File: config.mk
export PLATFORM = sky130hd
export DESIGN_NAME = pin_function_controller
export DESIGN_NICKNAME = d
export VERILOG_FILES = /design/src/pin_function_controller.v /design/src/pin_route.v
export VERILOG_INCLUDE_DIRS = /design/src
export SDC_FILE = /design/constraint.sdc
export NUM_CORES = 1
export LEC_CHECK = 0
export BUFFER_PORTS_ARGS = -buffer_cell sky130_fd_sc_hd__buf_4
export CORE_AREA = 2 2 105 107
export DETAILED_ROUTE_END_ITERATION = 10
export DIE_AREA = 0 0 107 109
export PLACE_DENSITY = 0.81
export SKIP_CTS_REPAIR_TIMING = 1
export SLEW_MARGIN = 20
export SYNTH_ARGS = -nofsm -noshare
export SYNTH_HDL_FRONTEND = slang
export SYNTH_SLANG_ARGS = --single-unit
File: constraint.sdc
create_clock -name clk -period 2 [get_ports clk]
set_input_delay 0.2 -clock clk [delete_from_list [all_inputs] [get_ports clk]]
set_output_delay 0.2 -clock clk [all_outputs]
set_load 0.02 [all_outputs]
File: src/pfc_consts.vh
// constants for the pin function and direction controller
`ifndef PFC_CONSTS_VH
`define PFC_CONSTS_VH

// register indices; byte address on the bus is four times the index
`define PFC_IDX_PORT_A_DIRECTION_HIGH 32'hffff8384
`define PFC_IDX_PORT_E_DIRECTION 32'hffff83b4
`define PFC_IDX_PORT_E_FUNCTION_SELECT 32'hffff83ba

// reset values
`define PFC_RST_PORT_A_DIRECTION_HIGH 16'h0000
`define PFC_RST_PORT_E_DIRECTION 16'h0000
`define PFC_RST_PORT_E_FUNCTION_SELECT 16'h0000

// writable bit masks
`define PFC_MASK_PORT_A_DIRECTION_HIGH 16'h000c
`define PFC_MASK_PORT_E_DIRECTION 16'h70f5
`define PFC_MASK_PORT_E_FUNCTION_SELECT 16'h5511

// port a direction field positions
`define PFC_POS_PORTA_PIN19_DIR 3
`define PFC_POS_PORTA_PIN18_DIR 2

// function select field positions
`define PFC_POS_PE_PIN7_FUNC 14
`define PFC_POS_PE_PIN6_FUNC 12
`define PFC_POS_PE_PIN5_FUNC 10
`define PFC_POS_PE_PIN4_FUNC 8
`define PFC_POS_PE_PIN2_FUNC 4
`define PFC_POS_PE_PIN0_FUNC 0

// port e pin numbers of the six multiplexed pins
`define PFC_PIN_TIMER_CH2_B 7
`define PFC_PIN_TIMER_CH2_A 6
`define PFC_PIN_TIMER_CH1_B 5
`define PFC_PIN_TIMER_CH1_A 4
`define PFC_PIN_TIMER_CH0_C 2
`define PFC_PIN_TIMER_CH0_A 0

// cycles from request to waitrequest low
`define PFC_BUS_WAIT_CYCLES 1

`endif

File: src/pin_function_controller.v
// pin function and direction controller with avalon-mm register slave
//
// Notes on behaviour
// all handled pins start as port inputs
// port a bits 3,2: 1 output, 0 input
// port a direction resets zero, kept in sleep
// port e direction bit: 1 output, 0 input
// port e direction writable only at listed bits
// port e direction resets zero, kept in sleep
// function select resets zero, kept in sleep
// bit 14 routes pin 7 to timer ch2 b
// bit 12 routes pin 6 to timer ch2 a
// bit 10 routes pin 5 to timer ch1 b
// bit 8 routes pin 4 to timer ch1 a
// bit 4 routes pin 2 to timer ch0 c
// bit 0 routes pin 0 to timer ch0 a
// reserved function select bits read zero
// software writes zero to reserved bits
// timer owns pin direction and value when selected
`timescale 1ns/10ps
`include "pfc_consts.vh"
module pin_function_controller #(
    parameter PA_PINS = 2,
    parameter PE_WIDTH = 16,
    parameter TIMER_CH = 6
) (
    input wire clk,
    input wire rst_b,
    input wire [31:0] avs_address,
    input wire avs_read,
    input wire avs_write,
    input wire [31:0] avs_writedata,
    input wire [3:0] avs_byteenable,
    output reg [31:0] avs_readdata,
    output wire avs_waitrequest,
    input wire sleep_mode,
    input wire [PA_PINS-1:0] porta_data,
    input wire [PA_PINS-1:0] porta_pin_in,
    output reg [PA_PINS-1:0] porta_pin_out,
    output reg [PA_PINS-1:0] porta_pin_oe,
    output reg [PA_PINS-1:0] porta_pin_level,
    input wire [PE_WIDTH-1:0] pe_data,
    input wire [PE_WIDTH-1:0] pe_pin_in,
    output reg [PE_WIDTH-1:0] pe_pin_out,
    output reg [PE_WIDTH-1:0] pe_pin_oe,
    output reg [PE_WIDTH-1:0] pe_pin_level,
    input wire [TIMER_CH-1:0] timer_out,
    input wire [TIMER_CH-1:0] timer_oe,
    output reg [TIMER_CH-1:0] timer_in,
    output reg [15:0] port_a_dir_view,
    output reg [15:0] port_e_dir_view,
    output reg [15:0] port_e_func_view
);

    // structure: an avalon slave with one wait cycle in front of three
    // 16-bit registers, a per-pin routing chain for port e, plain direction
    // gating for port a, and two-flop synchronisers on every pad input;
    // all pad-facing outputs leave from flops so the enables never glitch

    // pin and field positions of the six multiplexed channels, highest first;
    // entry k of both tables belongs to timer index k, so timer_out[k],
    // timer_oe[k] and timer_in[k] all meet the same pin
    localparam [4*6-1:0] MUX_PIN = {
        4'd`PFC_PIN_TIMER_CH2_B, // index 5
        4'd`PFC_PIN_TIMER_CH2_A, // index 4
        4'd`PFC_PIN_TIMER_CH1_B,
        4'd`PFC_PIN_TIMER_CH1_A,
        4'd`PFC_PIN_TIMER_CH0_C,
        4'd`PFC_PIN_TIMER_CH0_A // index 0
    };
    localparam [4*6-1:0] MUX_FUNC = {
        4'd`PFC_POS_PE_PIN7_FUNC,
        4'd`PFC_POS_PE_PIN6_FUNC,
        4'd`PFC_POS_PE_PIN5_FUNC,
        4'd`PFC_POS_PE_PIN4_FUNC,
        4'd`PFC_POS_PE_PIN2_FUNC,
        4'd`PFC_POS_PE_PIN0_FUNC
    };

    // bus handshake states; two suffice, since no access ever needs more
    // than the single wait cycle
    localparam [0:0] ST_IDLE = 1'b0;
    localparam [0:0] ST_ACK = 1'b1;

    // software registers; positions that are not writable are never stored,
    // so they read back as zero without a separate read mask
    reg [15:0] port_a_direction_high_r;
    reg [15:0] port_a_direction_high_nxt;
    reg [15:0] port_e_direction_r;
    reg [15:0] port_e_direction_nxt;
    reg [15:0] port_e_function_select_r;
    reg [15:0] port_e_function_select_nxt;

    // bus slave state; readdata_nxt keeps the value loaded by the last access,
    // read or write, between accesses
    reg [0:0] bus_state_r;
    reg [0:0] bus_state_nxt;
    reg [31:0] readdata_nxt;

    // pin input synchronisers: first stage of each two-flop chain, read
    // by nothing but the second stage
    reg [PA_PINS-1:0] porta_meta_r;
    reg [PE_WIDTH-1:0] pe_meta_r;

    // decoded access
    wire bus_req;
    wire take;
    wire hit_pa;
    wire hit_pe_dir;
    wire hit_pe_func;
    wire [15:0] byte_mask;

    // combinational pin plan before the output flops, one cycle ahead of
    // what the pads see
    reg [PA_PINS-1:0] porta_out_nxt;
    reg [PA_PINS-1:0] porta_oe_nxt;
    wire [PE_WIDTH-1:0] pe_out_nxt;
    wire [PE_WIDTH-1:0] pe_oe_nxt;
    wire [TIMER_CH-1:0] timer_in_nxt;

    // per-pin port view, overridden below on multiplexed pins;
    // entry 0 is the plain port view, the last entry the final one
    wire [PE_WIDTH-1:0] pe_route_out [0:TIMER_CH];
    wire [PE_WIDTH-1:0] pe_route_oe [0:TIMER_CH];

    // a request is taken once, in idle; waitrequest drops in the ack cycle.
    // every access therefore costs exactly one wait cycle: the write lands
    // and the read data is loaded at the edge that ends the idle cycle, and
    // the master sees waitrequest low one cycle later. a master that holds
    // its request past the following edge starts a second access, so it
    // must drop read or write right after the edge where it sees it low
    assign bus_req = avs_read | avs_write;
    assign take = bus_req & (bus_state_r == ST_IDLE);
    assign avs_waitrequest = bus_req & (bus_state_r == ST_IDLE);

    // word-addressed decode on the full register index; any other address
    // hits nothing, so a write there is dropped and a read returns zero.
    // the full compare costs a few gates but keeps aliases off the map
    assign hit_pa = (avs_address == `PFC_IDX_PORT_A_DIRECTION_HIGH);
    assign hit_pe_dir = (avs_address == `PFC_IDX_PORT_E_DIRECTION);
    assign hit_pe_func = (avs_address == `PFC_IDX_PORT_E_FUNCTION_SELECT);

    // registers are 16 bits wide, so only the two low byte lanes matter;
    // lanes 3 and 2 and write data bits 31:16 are left unread on purpose
    assign byte_mask = {{8{avs_byteenable[1]}}, {8{avs_byteenable[0]}}};

    // handshake sequencing: idle goes to ack on any request, ack always
    // back to idle; a request still held after ack is a fresh access
    always @* begin
        bus_state_nxt = bus_state_r;
        case (bus_state_r)
            ST_IDLE: begin
                if (bus_req) begin
                    bus_state_nxt = ST_ACK;
                end
            end
            ST_ACK: begin
                bus_state_nxt = ST_IDLE;
            end
            default: begin
                bus_state_nxt = ST_IDLE;
            end
        endcase
    end

    // register writes with byte lanes; unwritable bits are forced to zero.
    // clearing them on write rather than on read means the stored value
    // and the read-back value can never differ
    always @* begin
        port_a_direction_high_nxt = port_a_direction_high_r;
        port_e_direction_nxt = port_e_direction_r;
        port_e_function_select_nxt = port_e_function_select_r;
        if (take && avs_write) begin
            // port a keeps only its two direction bits
            if (hit_pa) begin
                port_a_direction_high_nxt = ((port_a_direction_high_r & ~byte_mask) |
                    (avs_writedata[15:0] & byte_mask)) &
                    `PFC_MASK_PORT_A_DIRECTION_HIGH;
            end
            // port e keeps its nine direction bits
            if (hit_pe_dir) begin
                port_e_direction_nxt = ((port_e_direction_r & ~byte_mask) |
                    (avs_writedata[15:0] & byte_mask)) &
                    `PFC_MASK_PORT_E_DIRECTION;
            end
            if (hit_pe_func) begin
                // reserved bits are dropped even if software breaks the
                // zero-write convention, so they can never read back set
                port_e_function_select_nxt = ((port_e_function_select_r & ~byte_mask) |
                    (avs_writedata[15:0] & byte_mask)) &
                    `PFC_MASK_PORT_E_FUNCTION_SELECT;
            end
        end
    end

    // read data, sampled in the take cycle and held through the ack cycle
    // and beyond, until the next access is taken
    always @* begin
        readdata_nxt = avs_readdata;
        if (take) begin
            // an unmapped read, or any write, answers zero
            readdata_nxt = 32'h00000000;
            if (avs_read) begin
                if (hit_pa) begin
                    readdata_nxt = {16'h0000, port_a_direction_high_r};
                end else if (hit_pe_dir) begin
                    readdata_nxt = {16'h0000, port_e_direction_r};
                end else if (hit_pe_func) begin
                    readdata_nxt = {16'h0000, port_e_function_select_r};
                end
            end
        end
    end

    // bus and register flops; sleep_mode has no path here, so the
    // registers simply hold while the chip sleeps. only a power-on
    // reset clears them; a user who expects sleep to restore defaults
    // must rewrite the registers after wake-up. sleep_mode is left
    // unread on purpose
    always @(posedge clk or negedge rst_b) begin
        if (!rst_b) begin
            bus_state_r <= ST_IDLE;
            avs_readdata <= 32'h00000000;
            port_a_direction_high_r <= `PFC_RST_PORT_A_DIRECTION_HIGH;
            port_e_direction_r <= `PFC_RST_PORT_E_DIRECTION;
            port_e_function_select_r <= `PFC_RST_PORT_E_FUNCTION_SELECT;
        end else begin
            bus_state_r <= bus_state_nxt;
            avs_readdata <= readdata_nxt;
            port_a_direction_high_r <= port_a_direction_high_nxt;
            port_e_direction_r <= port_e_direction_nxt;
            port_e_function_select_r <= port_e_function_select_nxt;
        end
    end

    // port a: direction bits at 3 and 2 drive pins 19 and 18;
    // a pin set as input drives zero on its data line, so a later turn
    // to output starts from the data value and not from a stale one
    always @* begin
        porta_oe_nxt = {port_a_direction_high_r[`PFC_POS_PORTA_PIN19_DIR],
            port_a_direction_high_r[`PFC_POS_PORTA_PIN18_DIR]};
        porta_out_nxt = porta_data & porta_oe_nxt;
    end

    // non-multiplexed default view of every port e pin;
    // a pin set as input drives zero on its data line
    assign pe_route_out[0] = pe_data & port_e_direction_r;
    assign pe_route_oe[0] = port_e_direction_r;

    // each multiplexed pin chains one override onto the port e view; every
    // stage rewrites a different bit, so the order of the stages is free
    genvar k;
    generate
        for (k = 0; k < TIMER_CH; k = k + 1) begin : g_mux
            wire sel;
            wire port_bit;
            wire drive;
            wire enable;
            wire level;
            // port data gated by direction, as on the unmultiplexed pins
            assign port_bit = pe_route_out[0][MUX_PIN[4*k +: 4]];
            // bits 14,12,10,8,4,0 steer pins 7,6,5,4,2,0 to the timer
            assign sel = port_e_function_select_r[MUX_FUNC[4*k +: 4]];
            pin_route u_route (
                .func_sel(sel),
                .port_dir(port_e_direction_r[MUX_PIN[4*k +: 4]]),
                .port_data(port_bit),
                .timer_drive(timer_out[k]),
                .timer_enable(timer_oe[k]),
                .pin_level(pe_pin_level[MUX_PIN[4*k +: 4]]),
                .pin_drive(drive),
                .pin_enable(enable),
                .timer_level(level)
            );
            // replace only this pin's bit in the running view
            assign pe_route_out[k+1] = (pe_route_out[k] &
                ~(16'h0001 << MUX_PIN[4*k +: 4])) |
                ({15'h0000, drive} << MUX_PIN[4*k +: 4]);
            assign pe_route_oe[k+1] = (pe_route_oe[k] &
                ~(16'h0001 << MUX_PIN[4*k +: 4])) |
                ({15'h0000, enable} << MUX_PIN[4*k +: 4]);
            // a channel not selected sees a steady zero, never a port pin
            assign timer_in_nxt[k] = level;
        end
    endgenerate

    // the last chain entry is what the pin flops load
    assign pe_out_nxt = pe_route_out[TIMER_CH];
    assign pe_oe_nxt = pe_route_oe[TIMER_CH];

    // pin inputs are asynchronous: two flops before anything reads them;
    // the first stage may go metastable, so only the second stage feeds
    // the level outputs and the timer capture path
    always @(posedge clk or negedge rst_b) begin
        if (!rst_b) begin
            porta_meta_r <= {PA_PINS{1'b0}};
            porta_pin_level <= {PA_PINS{1'b0}};
            pe_meta_r <= {PE_WIDTH{1'b0}};
            pe_pin_level <= {PE_WIDTH{1'b0}};
        end else begin
            porta_meta_r <= porta_pin_in;
            porta_pin_level <= porta_meta_r;
            pe_meta_r <= pe_pin_in;
            pe_pin_level <= pe_meta_r;
        end
    end

    // pin drivers come from flops; one cycle behind the register write,
    // traded for glitch-free enables at the pads. timer_in sits one flop
    // behind the synchronised level, three edges after the pad moves.
    // pins 12 to 14 are port-only, and the positions with no pin behind
    // them are forced off at the enable flop
    always @(posedge clk or negedge rst_b) begin
        if (!rst_b) begin
            porta_pin_out <= {PA_PINS{1'b0}};
            porta_pin_oe <= {PA_PINS{1'b0}};
            pe_pin_out <= {PE_WIDTH{1'b0}};
            pe_pin_oe <= {PE_WIDTH{1'b0}};
            timer_in <= {TIMER_CH{1'b0}};
        end else begin
            porta_pin_out <= porta_out_nxt;
            porta_pin_oe <= porta_oe_nxt;
            pe_pin_out <= pe_out_nxt;
            pe_pin_oe <= pe_oe_nxt & `PFC_MASK_PORT_E_DIRECTION;
            timer_in <= timer_in_nxt;
        end
    end

    // register views for the port data block's read-back choice; they
    // take the next-state value so they line up with the registers
    // themselves rather than trailing one cycle behind
    always @(posedge clk or negedge rst_b) begin
        if (!rst_b) begin
            port_a_dir_view <= 16'h0000;
            port_e_dir_view <= 16'h0000;
            port_e_func_view <= 16'h0000;
        end else begin
            port_a_dir_view <= port_a_direction_high_nxt;
            port_e_dir_view <= port_e_direction_nxt;
            port_e_func_view <= port_e_function_select_nxt;
        end
    end

endmodule

File: src/pin_route.v
// one multiplexed port e pin: port function or timer channel
`timescale 1ns/10ps
module pin_route (
    input wire func_sel,
    input wire port_dir,
    input wire port_data,
    input wire timer_drive,
    input wire timer_enable,
    input wire pin_level,
    output wire pin_drive,
    output wire pin_enable,
    output wire timer_level
);

    // timer owns direction and value when selected, direction bit ignored
    assign pin_enable = func_sel ? timer_enable : port_dir;
    assign pin_drive = func_sel ? timer_drive : port_data;

    // the timer sees the pin only while it owns it, so a port pin
    // toggling cannot fire a spurious capture
    assign timer_level = func_sel & pin_level;

endmodule

### After elaboration in Yosys (flattened, before gate mapping)

Index checks and enable logic that the tools add are counted.
W data, S select, Z words.

* bitwise logic cells: 31
* reductions and logical operators: 4
* muxes and demuxes: 18
* eq/ne operators: 3

Operators with widths (count)
* $eq A32 B32 Y1 const B: 3
* $mux W32: 3
* $and A15 B15 Y15: 3
* $or A15 B15 Y15: 2
* $and A16 B15 Y16: 1
* $or A16 B1 Y16: 1
* $or A16 B3 Y16: 1
* $or A16 B5 Y16: 1
* $or A16 B6 Y16: 1
* $or A16 B7 Y16: 1
* $or A16 B8 Y16: 1
* $mux W15: 1
* $not A15 Y15: 1
* $or A15 B1 Y15: 1
* $or A15 B3 Y15: 1
* $or A15 B5 Y15: 1
* $or A15 B6 Y15: 1
* $or A15 B7 Y15: 1
* $or A15 B8 Y15: 1
* $mux W1: 13
* $and A1 B1 Y1: 7
* $reduce_and A2 Y1: 3
* $and A4 B4 Y4: 1
* $or A4 B4 Y4: 1
* other kinds (5): 5

* register bits after elaboration: 121
* output and inout bits: 141
* bits of input ports: 121

### Depth between registers and ports, before layout

* word-level depth: 8
* depth in mapped cells: 5
* gate-level depth less buffers: 4

### Cells and area by module

Synthesis repeated with hierarchy kept, for this count alone.

* cell total of the unflattened synthesis: 287
* area, all modules: 3844.9 um^2

Modules (own cells, without submodules)
* pin_function_controller: times used 1, sequential area each 2352.3 um^2, cells an instance 269, area each 3664.8 um^2
* pin_route: times used 6, sequential area each 0.0 um^2, cells an instance 3, area each 30.0 um^2

### Worst setup path after synthesis

OpenSTA, ideal clock, no wires.

* path kind: reg-to-reg
* start: register bus_state_r
* end: register with a tool-made name
* required time: 1.875 ns
* arrival: 1.741 ns
* setup slack: 0.134 ns
* stages on the path, launching flop included: 5
* cell sequence: dfrtp_1 > nand4b_1 > or4_4 > nor4_4 > mux2_2

RTL lines
* from (decl): RTL line pin_function_controller.v:96 `reg [0:0] bus_state_r;`
* from (signal assigned): RTL line pin_function_controller.v:228 `bus_state_r <= bus_state_nxt;`

==> flow_summary.ini <==
[floorplan]
chipHeight_um = 109
die-area_mm2 = 0.0117
die_w_um = 107
start_util = 0.371
num_io_pins = 262
fp-row-count = 38
core_mm2 = 0.0106

[global_route]
antenna_found_initial = 0
grt_max_degree = 51
gr-total-overflow = 0
grt_pass1_vias = 2444
grt_usage = 0.151
grt_pass1_wl_um = 13000

[timing]
finalCritPeriodShare = 0.992
relSlewSlack = 0.606
setup_viol = 0
post-route-min-period_ns = 1.98
clock.fmax_mhz = 504
rsz0062_at_grt = yes
worst_slew_pin_slew_ns = 0.591
fin_ws_ns = 0.0151
slew_viol_final = 0
hold_viol = 0
fin_setup_tns_ns = 0
fin_skew_ns = 0.0177

[layout]
stdcell_count = 644
final_common_cell = buf_4
mostFrequentLayoutCells = buf_4, dfrtp_1, conb_1
postLayoutCoreUtil = 0.516
drive_gt1_frac = 0.438
syn_to_final_growth_pct = 39.2
antenna_cells = 0
final_net_count = 620

[cts]
cts_buffers = 9
clock-sinks = 94
root_buffer = clkbuf_8
htree_levels = 3
cts_tree = yes
cts.path.max_buffers = 2
clkTransAtPathRegs_ns = 0.10
clk-insertion-delay-late_ns = 0.36

[route]
drt_iter0_drc = 134
wire_per_inst_um = 14.5
vias_per_cell = 4.28
ant_nets = 0
drtPass1Iterations = 5
vias = 2754
drc = 0
routed_wl_um = 9310

[power]
ir_worst_vdd_v = 0.000400
p_per_area_mw_per_mm2 = 655
leakage_nw = 2.87

[run_status]
status = finished, final reports clean

[worst_setup_path]
path_class = flip-flop to flip-flop
cp_max_fo = 5
worst_ep_arrival_time_ns = 2.22
r2r_slack_ns = 0.02
end_kind = flip-flop
cp.required_ns = 2.24
startpoint_type = flip-flop

[synth]
syn_inst = 314
synth_seq_cells = 94
avgSynthCellArea_um2 = 12.5
mappedNetlistArea_mm2 = 0.00393
synth-seq-area-share = 0.599
ys_types = 27
yosysWarnings = 0

[placement]
hpwlAfterDp_um = 7040
dp_slack_ns = 0.0325
place.gp.congestion = 0.738
io_buffers = 166
placed_cells = 608

[min_path]
hold_path.class = input pin to flip-flop

[job]
maxCapViolCount = 0
[power by group]
group / leakage, nW / switching (W) / internal [W] / total [W]
sequential: 1.23 / 0.0000126 / 0.00194 / 0.00195
combinational: 1.54 / 0.000245 / 0.000181 / 0.000427
clock: 0.0964 / 0.000721 / 0.000484 / 0.00121
[cells by family (layout without fill, tap and decap cells)]
family,after synthesis,after routing,synth area share
AO/OA/AOI/OAI,27,27,0.0414
buffers and inverters,95,221,0.170
flip-flops,94,94,0.599
multiplexers,20,20,0.0573
other,1,65,0.000954
AND/OR/NAND/NOR,77,77,0.132
[final cells by class]
class	count	area, um2
clock inverters	7	68.8
repair buffers	196	1540
flip-flops and latches	94	2350
fillers	928	5130
inverters	9	33.8
clock buffers	9	124
well taps	140	175
multi-input cells	189	1180
[critical path, stage by stage, from the launching register on]
cell and delay [ns]:
dfrtp_1 0.40, nand4b_1 0.17, or4_4 0.51, nor4_2 0.40, mux2_2 0.38
[stage by stage]
step	total power, W	area [um2]	hold WS [ns]
finish	0.00358	5470	0.0508
global placement	0.00238	5040	0.241
floorplan	0.00225	4170	-0.0956
CTS	0.00360	5240	-0.157
detailed placement	0.00239	5040	0.245
global route	0.00375	5470	0.0362
[worst paths after layout]
path | cells past startpoint | endpoint | startpoint
max reg2reg | 4 | flip-flop | bus_state_r
min in group asynchronous | 2 | pe_pin_oe[5] | rst_b
max in group asynchronous | 3 | avs_readdata[10] | rst_b
max | 4 | flip-flop | bus_state_r
min | 2 | porta_pin_out[0] | porta_data[0]
min reg2reg | 0 | pe_pin_level[14] | pe_meta_r[14]
[routing by layer]
metal  up-vias  routed length (um)  GRT usage
met5         -                   0          0
met4         0                  62     0.0334
met3         4                 754     0.0496
met2       137                4950      0.269
met1      1336                3540      0.179
li1       1277                   -          -
[cells in the mapped netlist (all sizes together)]
cell	instances	area share
nor4	7	0.027
nor2	1	0.00095
o21ai	18	0.023
conb	1	0.00095
nand4	7	0.011
clkbuf	3	0.0029
dfrtp	94	0.60
o21bai	1	0.0019
mux2	20	0.057
nand2	31	0.030
a32oi	4	0.0089
or4	1	0.0029
nand3	1	0.0013
nor3b	1	0.0019
nand4b	4	0.013
and2	16	0.025
nor4b	1	0.0022
nand3b	2	0.0038
buf	83	0.16
a22oi	1	0.0019
and3b	1	0.0022
o31ai	3	0.0057
and4b	4	0.010
inv	9	0.0086
No activity file was read; power rests on OpenSTA's default activity.
